$ cat config.mk
export PLATFORM = sky130hd
export DESIGN_NAME = pwmusc_top
export DESIGN_NICKNAME = d
export VERILOG_FILES = /design/src/verilog/pwmusc_pkg.sv /design/src/verilog/pwmusc_top.sv /design/src/verilog/pwmusc_postscale.sv
export SDC_FILE = /design/constraint.sdc
export NUM_CORES = 1
export LEC_CHECK = 0
export ABC_AREA = 1
export BUFFER_PORTS_ARGS = -buffer_cell sky130_fd_sc_hd__buf_2
export CAP_MARGIN = 15
export CORE_ASPECT_RATIO = 1.75
export CORE_MARGIN = 8
export CORE_UTILIZATION = 44
export CTS_CLUSTER_DIAMETER = 150
export DETAILED_ROUTE_END_ITERATION = 12
export GPL_TIMING_DRIVEN = 0
export PLACE_DENSITY = 0.65
export REMOVE_ABC_BUFFERS = 1
export SYNTH_ARGS = -nofsm -noshare
export SYNTH_HDL_FRONTEND = slang
export SYNTH_SLANG_ARGS = --single-unit
$ cat constraint.sdc
create_clock -name CORE_CLK -period 3.36 [get_ports CORE_CLK]
set_input_delay 0.672 -clock CORE_CLK [delete_from_list [all_inputs] [get_ports CORE_CLK]]
set_output_delay 0.672 -clock CORE_CLK [all_outputs]
set_load 0.02 [all_outputs]
$ cat src/verilog/pwmusc_pkg.sv
// Purpose: Shared constants for the PWM update and synchronisation control block.
// Assumes: One 40 MHz core clock, APB register access with 32-bit data.
// Notes:   Register word offsets are byte addresses; unused bits read as zero.
//
// Summary of operation
// [RULE1] With immediate update set, a duty write reaches the active duty value at the same edge.
// [RULE2] With immediate update clear, new duty values wait for the time-base update point.
// [RULE3] With override sync set, override changes take effect only at the time-base update point.
// [RULE4] With override sync clear, a written override setting takes effect at the next clock edge.
// [RULE5] With buffer transfer disable set, no duty or period transfer into the active values happens.
// [RULE6] Special event pulses are divided by the postscale select plus one to make the trigger output.
package pwmusc_pkg;

	// ----------------------------------------------------------------
	// Bus geometry
	// ----------------------------------------------------------------
	localparam int          ADDR_W          = 8;
	localparam int          DATA_W          = 32;
	localparam int          VAL_W           = 16;

	// ----------------------------------------------------------------
	// Register byte addresses
	// ----------------------------------------------------------------
	localparam logic [7:0]  ADDR_CONTROL    = 8'h00;
	localparam logic [7:0]  ADDR_DUTY       = 8'h04;
	localparam logic [7:0]  ADDR_PERIOD     = 8'h08;
	localparam logic [7:0]  ADDR_OVERRIDE   = 8'h0C;
	localparam logic [7:0]  ADDR_ACT_DUTY   = 8'h10;
	localparam logic [7:0]  ADDR_ACT_PERIOD = 8'h14;
	localparam logic [7:0]  ADDR_ACT_OVR    = 8'h18;

	// ----------------------------------------------------------------
	// Control register fields and reset values
	// ----------------------------------------------------------------
	localparam int          BIT_XFER_DIS    = 0;
	localparam int          BIT_OVR_SYNC    = 1;
	localparam int          BIT_IMM_UPDATE  = 2;
	localparam int          POST_LSB        = 8;
	localparam int          POST_W          = 4;
	localparam logic [3:0]  RST_POSTSCALE   = 4'h0;
	localparam logic [15:0] RST_VALUE       = 16'h0000;
	localparam logic [31:0] READ_ZERO       = 32'h00000000;

	// Decoded register select.
	typedef enum logic [2:0] {
		PWMUSC_SEL_NONE, PWMUSC_SEL_CTRL, PWMUSC_SEL_DUTY, PWMUSC_SEL_PER,
		PWMUSC_SEL_OVR, PWMUSC_SEL_ADUTY, PWMUSC_SEL_APER, PWMUSC_SEL_AOVR
	} pwmusc_sel_t;

endpackage

$ cat src/verilog/pwmusc_top.sv
// Purpose: Update and synchronisation control of a motor-control PWM unit.
// Assumes: Time-base update point and special events are one-cycle pulses on CORE_CLK.
// Notes:   APB slave with one wait state; all outputs come from flip-flops.
//
// Our own choices: register access over APB and the register addresses.
`timescale 1ns/1ps
module pwmusc_top
	import pwmusc_pkg::*;
(
	// Clock and reset.
	input  wire logic                          CORE_CLK,
	input  wire logic                          RSTN,
	// APB slave.
	input  wire logic                          PSEL,
	input  wire logic                          PENABLE,
	input  wire logic                          PWRITE,
	input  wire logic [pwmusc_pkg::ADDR_W-1:0] PADDR,
	input  wire logic [pwmusc_pkg::DATA_W-1:0] PWDATA,
	output logic      [pwmusc_pkg::DATA_W-1:0] PRDATA,
	output logic                               PREADY,
	output logic                               PSLVERR,
	// Time base and trigger events.
	input  wire logic                          TIME_BASE_SYNC,
	input  wire logic                          SPECIAL_EVENT,
	output logic                               SPECIAL_TRIGGER,
	// Active values for the comparators and override logic.
	output logic      [pwmusc_pkg::VAL_W-1:0]  ACTIVE_DUTY,
	output logic      [pwmusc_pkg::VAL_W-1:0]  ACTIVE_PERIOD,
	output logic      [pwmusc_pkg::VAL_W-1:0]  ACTIVE_OVERRIDE
);
	import pwmusc_pkg::*;

	// ----------------------------------------------------------------
	// Register state
	// ----------------------------------------------------------------
	logic [POST_W-1:0] event_trigger_postscale_select;
	logic              immediate_update;
	logic              override_time_base_sync;
	logic              buffer_transfer_disable;
	logic [VAL_W-1:0]  duty_cycle_register;
	logic [VAL_W-1:0]  period_buffer;
	logic [VAL_W-1:0]  output_override_control;

	// ----------------------------------------------------------------
	// Bus decode
	// ----------------------------------------------------------------
	pwmusc_sel_t sel;

	// Address decode; anything off the map selects nothing and errors.
	always_comb begin
		if (PADDR == ADDR_CONTROL) begin
			sel = PWMUSC_SEL_CTRL;
		end else if (PADDR == ADDR_DUTY) begin
			sel = PWMUSC_SEL_DUTY;
		end else if (PADDR == ADDR_PERIOD) begin
			sel = PWMUSC_SEL_PER;
		end else if (PADDR == ADDR_OVERRIDE) begin
			sel = PWMUSC_SEL_OVR;
		end else if (PADDR == ADDR_ACT_DUTY) begin
			sel = PWMUSC_SEL_ADUTY;
		end else if (PADDR == ADDR_ACT_PERIOD) begin
			sel = PWMUSC_SEL_APER;
		end else if (PADDR == ADDR_ACT_OVR) begin
			sel = PWMUSC_SEL_AOVR;
		end else begin
			sel = PWMUSC_SEL_NONE;
		end
	end

	// The access completes on the edge where PREADY is seen high.
	wire access    = PSEL && PENABLE;
	wire complete  = access && PREADY;
	wire wr_ok     = complete && PWRITE;
	wire wr_ctrl   = wr_ok && (sel == PWMUSC_SEL_CTRL);
	wire wr_duty   = wr_ok && (sel == PWMUSC_SEL_DUTY);
	wire wr_period = wr_ok && (sel == PWMUSC_SEL_PER);
	wire wr_ovr    = wr_ok && (sel == PWMUSC_SEL_OVR);

	// Active registers are read-only; writing one is flagged as an error.
	wire read_only = (sel == PWMUSC_SEL_ADUTY) || (sel == PWMUSC_SEL_APER) || (sel == PWMUSC_SEL_AOVR);
	wire bad_acc   = (sel == PWMUSC_SEL_NONE) || (PWRITE && read_only);

	// ----------------------------------------------------------------
	// Read data
	// ----------------------------------------------------------------
	function automatic logic [DATA_W-1:0] widen(input logic [VAL_W-1:0] v);
		widen = {16'h0000, v};
	endfunction

	logic [DATA_W-1:0] read_word;

	// Reserved bits of every register read as zero.
	always_comb begin
		read_word = READ_ZERO;
		case (sel)
			PWMUSC_SEL_CTRL: begin
				read_word[POST_LSB +: POST_W] = event_trigger_postscale_select;
				read_word[BIT_IMM_UPDATE]     = immediate_update;
				read_word[BIT_OVR_SYNC]       = override_time_base_sync;
				read_word[BIT_XFER_DIS]       = buffer_transfer_disable;
			end
			PWMUSC_SEL_DUTY:  read_word = widen(duty_cycle_register);
			PWMUSC_SEL_PER:   read_word = widen(period_buffer);
			PWMUSC_SEL_OVR:   read_word = widen(output_override_control);
			PWMUSC_SEL_ADUTY: read_word = widen(ACTIVE_DUTY);
			PWMUSC_SEL_APER:  read_word = widen(ACTIVE_PERIOD);
			PWMUSC_SEL_AOVR:  read_word = widen(ACTIVE_OVERRIDE);
			default:          read_word = READ_ZERO;
		endcase
	end

	// ----------------------------------------------------------------
	// APB handshake
	// ----------------------------------------------------------------
	// One wait state lets PREADY, PRDATA and PSLVERR all come from flops.
	always_ff @(posedge CORE_CLK or negedge RSTN) begin
		if (!RSTN) begin
			PREADY  <= 1'b0;
			PRDATA  <= READ_ZERO;
			PSLVERR <= 1'b0;
		end else begin
			PREADY  <= access && !PREADY;
			PRDATA  <= (access && !PREADY && !PWRITE) ? read_word : READ_ZERO;
			PSLVERR <= access && !PREADY && bad_acc;
		end
	end

	// ----------------------------------------------------------------
	// Software registers
	// ----------------------------------------------------------------
	wire [VAL_W-1:0] wr_val = PWDATA[VAL_W-1:0];

	always_ff @(posedge CORE_CLK or negedge RSTN) begin
		if (!RSTN) begin
			event_trigger_postscale_select <= RST_POSTSCALE;
			immediate_update               <= 1'b0;
			override_time_base_sync        <= 1'b0;
			buffer_transfer_disable        <= 1'b0;
		end else if (wr_ctrl) begin
			event_trigger_postscale_select <= PWDATA[POST_LSB +: POST_W];
			immediate_update               <= PWDATA[BIT_IMM_UPDATE];
			override_time_base_sync        <= PWDATA[BIT_OVR_SYNC];
			buffer_transfer_disable        <= PWDATA[BIT_XFER_DIS];
		end
	end

	// Next buffer values, so that a write on the update-point edge is not missed.
	wire [VAL_W-1:0] next_duty   = wr_duty   ? wr_val : duty_cycle_register;
	wire [VAL_W-1:0] next_period = wr_period ? wr_val : period_buffer;
	wire [VAL_W-1:0] next_ovr    = wr_ovr    ? wr_val : output_override_control;

	always_ff @(posedge CORE_CLK or negedge RSTN) begin
		if (!RSTN) begin
			duty_cycle_register     <= RST_VALUE;
			period_buffer           <= RST_VALUE;
			output_override_control <= RST_VALUE;
		end else begin
			duty_cycle_register     <= next_duty;
			period_buffer           <= next_period;
			output_override_control <= next_ovr;
		end
	end

	// ----------------------------------------------------------------
	// Transfers into the active values
	// ----------------------------------------------------------------
	// The disable bit blocks every buffer transfer, immediate ones included.
	wire xfer_ok     = !buffer_transfer_disable; // [RULE5]
	wire sync_load   = TIME_BASE_SYNC && xfer_ok; // [RULE2]
	wire duty_now    = wr_duty && immediate_update && xfer_ok; // [RULE1]
	wire load_duty   = sync_load || duty_now;
	wire load_period = sync_load;
	// Override changes are not buffer transfers, so the disable bit does not hold them.
	wire load_ovr    = override_time_base_sync ? TIME_BASE_SYNC : 1'b1; // [RULE3] [RULE4]

	always_ff @(posedge CORE_CLK or negedge RSTN) begin
		if (!RSTN) begin
			ACTIVE_DUTY     <= RST_VALUE;
			ACTIVE_PERIOD   <= RST_VALUE;
			ACTIVE_OVERRIDE <= RST_VALUE;
		end else begin
			if (load_duty) begin
				ACTIVE_DUTY <= next_duty; // [RULE1] [RULE2]
			end
			if (load_period) begin
				ACTIVE_PERIOD <= next_period; // [RULE5]
			end
			if (load_ovr) begin
				ACTIVE_OVERRIDE <= next_ovr; // [RULE3] [RULE4]
			end
		end
	end

	// ----------------------------------------------------------------
	// Special event postscaler
	// ----------------------------------------------------------------
	pwmusc_postscale pwmusc_postscale_inst (
		.clk      (CORE_CLK),
		.rstn     (RSTN),
		.event_in (SPECIAL_EVENT),
		.select   (event_trigger_postscale_select),
		.trigger  (SPECIAL_TRIGGER)
	);

	// ----------------------------------------------------------------
	// Checks
	// ----------------------------------------------------------------
	immediate_duty_a: assert property (@(posedge CORE_CLK) disable iff (!RSTN) // [RULE1]
		wr_duty && immediate_update && !buffer_transfer_disable |=> ACTIVE_DUTY == $past(PWDATA[15:0]))
		else $error("Immediate duty write did not reach the active value.");

	deferred_duty_a: assert property (@(posedge CORE_CLK) disable iff (!RSTN) // [RULE2]
		!immediate_update && !TIME_BASE_SYNC |=> $stable(ACTIVE_DUTY))
		else $error("Active duty changed away from the update point.");

	sync_load_a: assert property (@(posedge CORE_CLK) disable iff (!RSTN) // [RULE2]
		TIME_BASE_SYNC && !buffer_transfer_disable && !wr_duty && !wr_period
		|=> ACTIVE_DUTY == $past(duty_cycle_register) && ACTIVE_PERIOD == $past(period_buffer))
		else $error("Update point did not load the buffers.");

	override_sync_a: assert property (@(posedge CORE_CLK) disable iff (!RSTN) // [RULE3]
		override_time_base_sync && !TIME_BASE_SYNC |=> $stable(ACTIVE_OVERRIDE))
		else $error("Synchronised override changed off the time base.");

	override_now_a: assert property (@(posedge CORE_CLK) disable iff (!RSTN) // [RULE4]
		wr_ovr && !override_time_base_sync |=> ACTIVE_OVERRIDE == $past(PWDATA[15:0]))
		else $error("Override write did not apply on the next clock.");

	transfer_hold_a: assert property (@(posedge CORE_CLK) disable iff (!RSTN) // [RULE5]
		buffer_transfer_disable |=> $stable(ACTIVE_DUTY) && $stable(ACTIVE_PERIOD))
		else $error("Buffer transfer happened while disabled.");

	apb_ready_a: assert property (@(posedge CORE_CLK) disable iff (!RSTN)
		PSEL && !PENABLE ##1 PSEL && PENABLE |=> PREADY)
		else $error("Slave answer not one wait state after setup.");

endmodule

$ cat src/verilog/pwmusc_postscale.sv
// Purpose: Postscaler for the special event trigger.
// Assumes: Event input is a one-cycle pulse synchronous to the clock.
// Notes:   Trigger is a one-cycle pulse from a flip-flop.
`timescale 1ns/1ps
module pwmusc_postscale
	import pwmusc_pkg::*;
(
	// Clock and reset.
	input  wire logic              clk,
	input  wire logic              rstn,
	// Event in, select, trigger out.
	input  wire logic              event_in,
	input  wire logic [pwmusc_pkg::POST_W-1:0] select,
	output logic                   trigger
);
	import pwmusc_pkg::*;

	logic [POST_W-1:0] count;
	wire               wrap = event_in && (count >= select);

	// Counting with >= keeps the divider sane when software lowers the select mid-count.
	always_ff @(posedge clk or negedge rstn) begin
		if (!rstn) begin
			count   <= RST_POSTSCALE;
			trigger <= 1'b0;
		end else begin
			trigger <= wrap; // [RULE6]
			if (wrap) begin
				count <= RST_POSTSCALE;
			end else if (event_in) begin
				count <= count + 4'h1; // [RULE6]
			end
		end
	end

	post_fire_a: assert property (@(posedge clk) disable iff (!rstn) wrap |=> trigger) // [RULE6]
		else $error("Postscaler missed its trigger.");
	post_only_a: assert property (@(posedge clk) disable iff (!rstn) // [RULE6]
		trigger |-> $past(event_in) && ($past(count) >= $past(select)))
		else $error("Trigger without a completed event count.");

endmodule

==> impl_metrics.py <==
metrics = {
    "status": {
        "outcome": "completed",
    },
    "critical_path": {
        "worst_setup_path_start_kind": "input pin",
        "cp_cell_sequence": "buf_2, clkinv_1, nor2_4, inv_1, nand2_4, nand2_1, nand2_1",
        "critical_path_required_ns": 3.71,
        "crit_path_end_kind": "flop",
        "r2r-start": "buffer_transfer_disable$_DFFE_PN0P_",
        "r2r_setup_slack_ns": 1.24,
        "endpoint": "ACTIVE_DUTY[4]$_DFFE_PN0P_",
        "reg2reg_depth": 5,
        "rr_endpoint": "ACTIVE_DUTY[4]$_DFFE_PN0P_",
        "startpoint": "TIME_BASE_SYNC",
        "crit_path_max_incr_delay_ns": 0.75,
        "cp_max_fo": 18,
        "cp_slowest_cell": "nor2_4",
        "arrival_ns": 3.19,
        "worstSetupPathType": "input pin to flop",
        "path_common_cell": "nand2_1",
    },
    "grt": {
        "overflow": 0,
        "grt_pass1_wl_mm": 28.61,
        "grt_util_all_layers": 0.2017,
        "antenna_found_initial": 0,
        "grt_max_degree": 72,
        "grt_pass1_vias": 5288,
    },
    "place": {
        "place_congestion": 0.8070,
        "hpwl_mm": 11.87,
        "io_buffers": 97,
        "place_area_mm2": 0.006802,
    },
    "logic_synthesis": {
        "synth_cell_types": 29,
        "ys_warn_count": 0,
        "synth_seq_cells": 126,
        "syn_area_mm2": 0.006250,
        "syn_inst": 747,
        "avgSynthCellArea_um2": 8.366,
        "synth-seq-area-share": 0.5045,
    },
    "die": {
        "dieWidth_um": 106.1,
        "dieArea_mm2": 0.01842,
        "die_h_um": 173.7,
        "num_rows": 57,
        "coreArea_mm2": 0.01391,
        "pin_count": 130,
        "start_util": 0.4494,
    },
    "drt": {
        "drc": 0,
        "first_pass_iters": 5,
        "routed_wl_mm": 18.16,
        "vias": 5257,
        "via_per_inst": 5.114,
        "wl_per_cell_um": 17.66,
        "antenna_left": 0,
        "drt_iter0_drc": 406,
    },
    "timing": {
        "final-setup-viol-count": 0,
        "fmax_mhz": 352.4,
        "rsz0062_at_grt": "false",
        "setup_tns_ns": 0,
        "hold_ws_ns": 0.2126,
        "tightest_slew_ns": 1.165,
        "maxSlewHeadroom": 0.2203,
        "report.final.slew_viol_count": 0,
        "fin_crit_ns": 2.838,
        "period_share": 0.8447,
        "skew_ns": 0.009926,
        "hold_viol_final": 0,
    },
    "clock_tree": {
        "cts_buffers": 17,
        "clkSlewWorstSetupHoldPaths_ns": 0.06,
        "clk_root_buffer_cell": "clkbuf_16",
        "clock-sinks": 126,
        "clk_latency_ns": 0.42,
        "htreeDepth": 4,
        "clk_path_buf_depth": 2,
        "cts_tree": "done",
        "holdBufCountCts": 0,
    },
    "power": {
        "power_density_mw_per_mm2": 471.2,
        "fin_total_pwr_mw": 3.477,
        "p_int_mw": 2.656,
        "netSwitchingFraction": 0.2361,
        "combPwrFrac": 0.051,
        "p_sw_mw": 0.8210,
        "seq_power_share": 0.440,
        "p_clk_frac": 0.509,
        "vdd_drop_max_mv": 0.2812,
        "p_leak_nw": 4.141,
    },
    "finish": {
        "final_cell_mix": "293 x nand2_1, 126 x dfrtp_1, 96 x buf_2, 79 x nand3_1, 57 x inv_1",
        "area.growth.synth_to_final_pct": 18.08,
        "post-route-util": 0.5306,
        "antenna_cells": 0,
        "layout-drive-gt1-share": 0.2350,
        "final_nets": 890,
        "fin_area_mm2": 0.007380,
        "final_common_cell": "nand2_1",
    },
    "flow_run": {
        "max_cap_viol_count": 0,
    },
    "hold_path": {
        "hp-class": "input pin to asynchronous set/reset pin",
    },
}
[per-stage QoR]
step	instances	worst slack, ns
finish	1028	0.5220
floorplan	719	1.041
CTS	1028	0.04550
global placement	993	-0.8329
global route	1028	0.3661
detailed placement	996	-0.3606
[routing by layer]
| layer | part of all wire | vias up | GRT usage |
|---|---|---|---|
| met3 | 0.063 | 29 | 0.04579 |
| met1 | 0.38 | 2525 | 0.2180 |
| met5 | 0 | - | 0 |
| met4 | 0.023 | 0 | 0.08673 |
| li1 | - | 2519 | - |
| met2 | 0.54 | 184 | 0.3625 |
[power groups by stage]
stage | registers, mW | clock network, mW | logic (mW)
floorplan | 1.56 | 0 | 0.0747
global placement | 1.56 | 0 | 0.168
detailed placement | 1.56 | 0 | 0.179
CTS | 1.53 | 1.78 | 0.180
global route | 1.53 | 1.85 | 0.195
finish | 1.53 | 1.77 | 0.178
[registers in the layout, summed over array words and instances, names as in the netlist]
name                            flops
pwmusc_postscale_inst.trigger       1
period_buffer                      16
pwmusc_postscale_inst.count         4
ACTIVE_PERIOD                      16
ACTIVE_DUTY                        16
ACTIVE_OVERRIDE                    16
immediate_update                    1
buffer_transfer_disable             1
output_override_control            16
override_time_base_sync             1
PRDATA                             16
PREADY                              1
duty_cycle_register                16
PSLVERR                             1
event_trigger_postscale_select      4
[Yosys cell counts (all sizes together)]
| master | instances | area, µm² |
|---|---|---|
| nand2 | 302 | 1181 |
| dfrtp | 126 | 3153 |
| nand3 | 81 | 430.4 |
| inv | 57 | 214.0 |
| o21ai | 55 | 444.2 |
| nor2 | 49 | 279.0 |
| buf | 34 | 269.0 |
| a21oi | 14 | 70.07 |
| clkbuf | 9 | 33.78 |
| ha | 5 | 62.56 |
| nand4 | 4 | 40.04 |
| clkinv | 3 | 11.26 |
| xor2 | 2 | 17.52 |
| conb | 1 | 3.750 |
| mux2i | 1 | 10.01 |
| o2111ai | 1 | 8.760 |
| o211ai | 1 | 7.510 |
| o21bai | 1 | 7.510 |
| o22ai | 1 | 6.260 |
[worst max-delay path, delay by kind of cell]
family,cells,cell delay (ns)
and+or+nand+nor,4,1.33
buffers and inverters,3,1.16
[worst min-delay path by stage]
stage / to / depth (start not counted)
2_1_floorplan: ACTIVE_DUTY[0]$_DFFE_PN0P_ / 0
3_3_place_gp: PREADY$_DFF_PN0_ / 1
3_5_place_dp: PREADY$_DFF_PN0_ / 1
4_1_cts: ACTIVE_PERIOD[7]$_DFFE_PN0P_ / 1
5_1_grt: ACTIVE_PERIOD[7]$_DFFE_PN0P_ / 1
6_report: ACTIVE_PERIOD[7]$_DFFE_PN0P_ / 1
[what timing repair did]
item	4_1_cts	5_1_grt
resized for setup	0	1
buffers inserted	0	0
endpoints found under the setup margin	0	16
[cells by family (layout without fill, tap and decap cells)]
group / after synthesis / count (layout) / synth area share
buffers and inverters: 103 / 192 / 0.08449
adders and majority gates: 5 / 5 / 0.01001
xor gates and xnor gates: 2 / 2 / 0.002803
muxes: 1 / 1 / 0.001602
other: 1 / 16 / 0.0006000
and+or+nand+nor: 436 / 436 / 0.3089
DFF: 126 / 126 / 0.5045
AOI/OAI and AO/OA: 73 / 73 / 0.08709
[area by class of cell]
cell class | instances | area [µm²]
clock buffers | 23 | 488.0
clock inverters | 9 | 85.08
fillers | 1343 | 6528
inverters | 60 | 225.2
multi-input cells | 533 | 2633
flip-flops and latches | 126 | 3153
well taps | 177 | 221.5
repair buffers | 100 | 574.3
No activity file was read; power rests on OpenSTA's default activity.
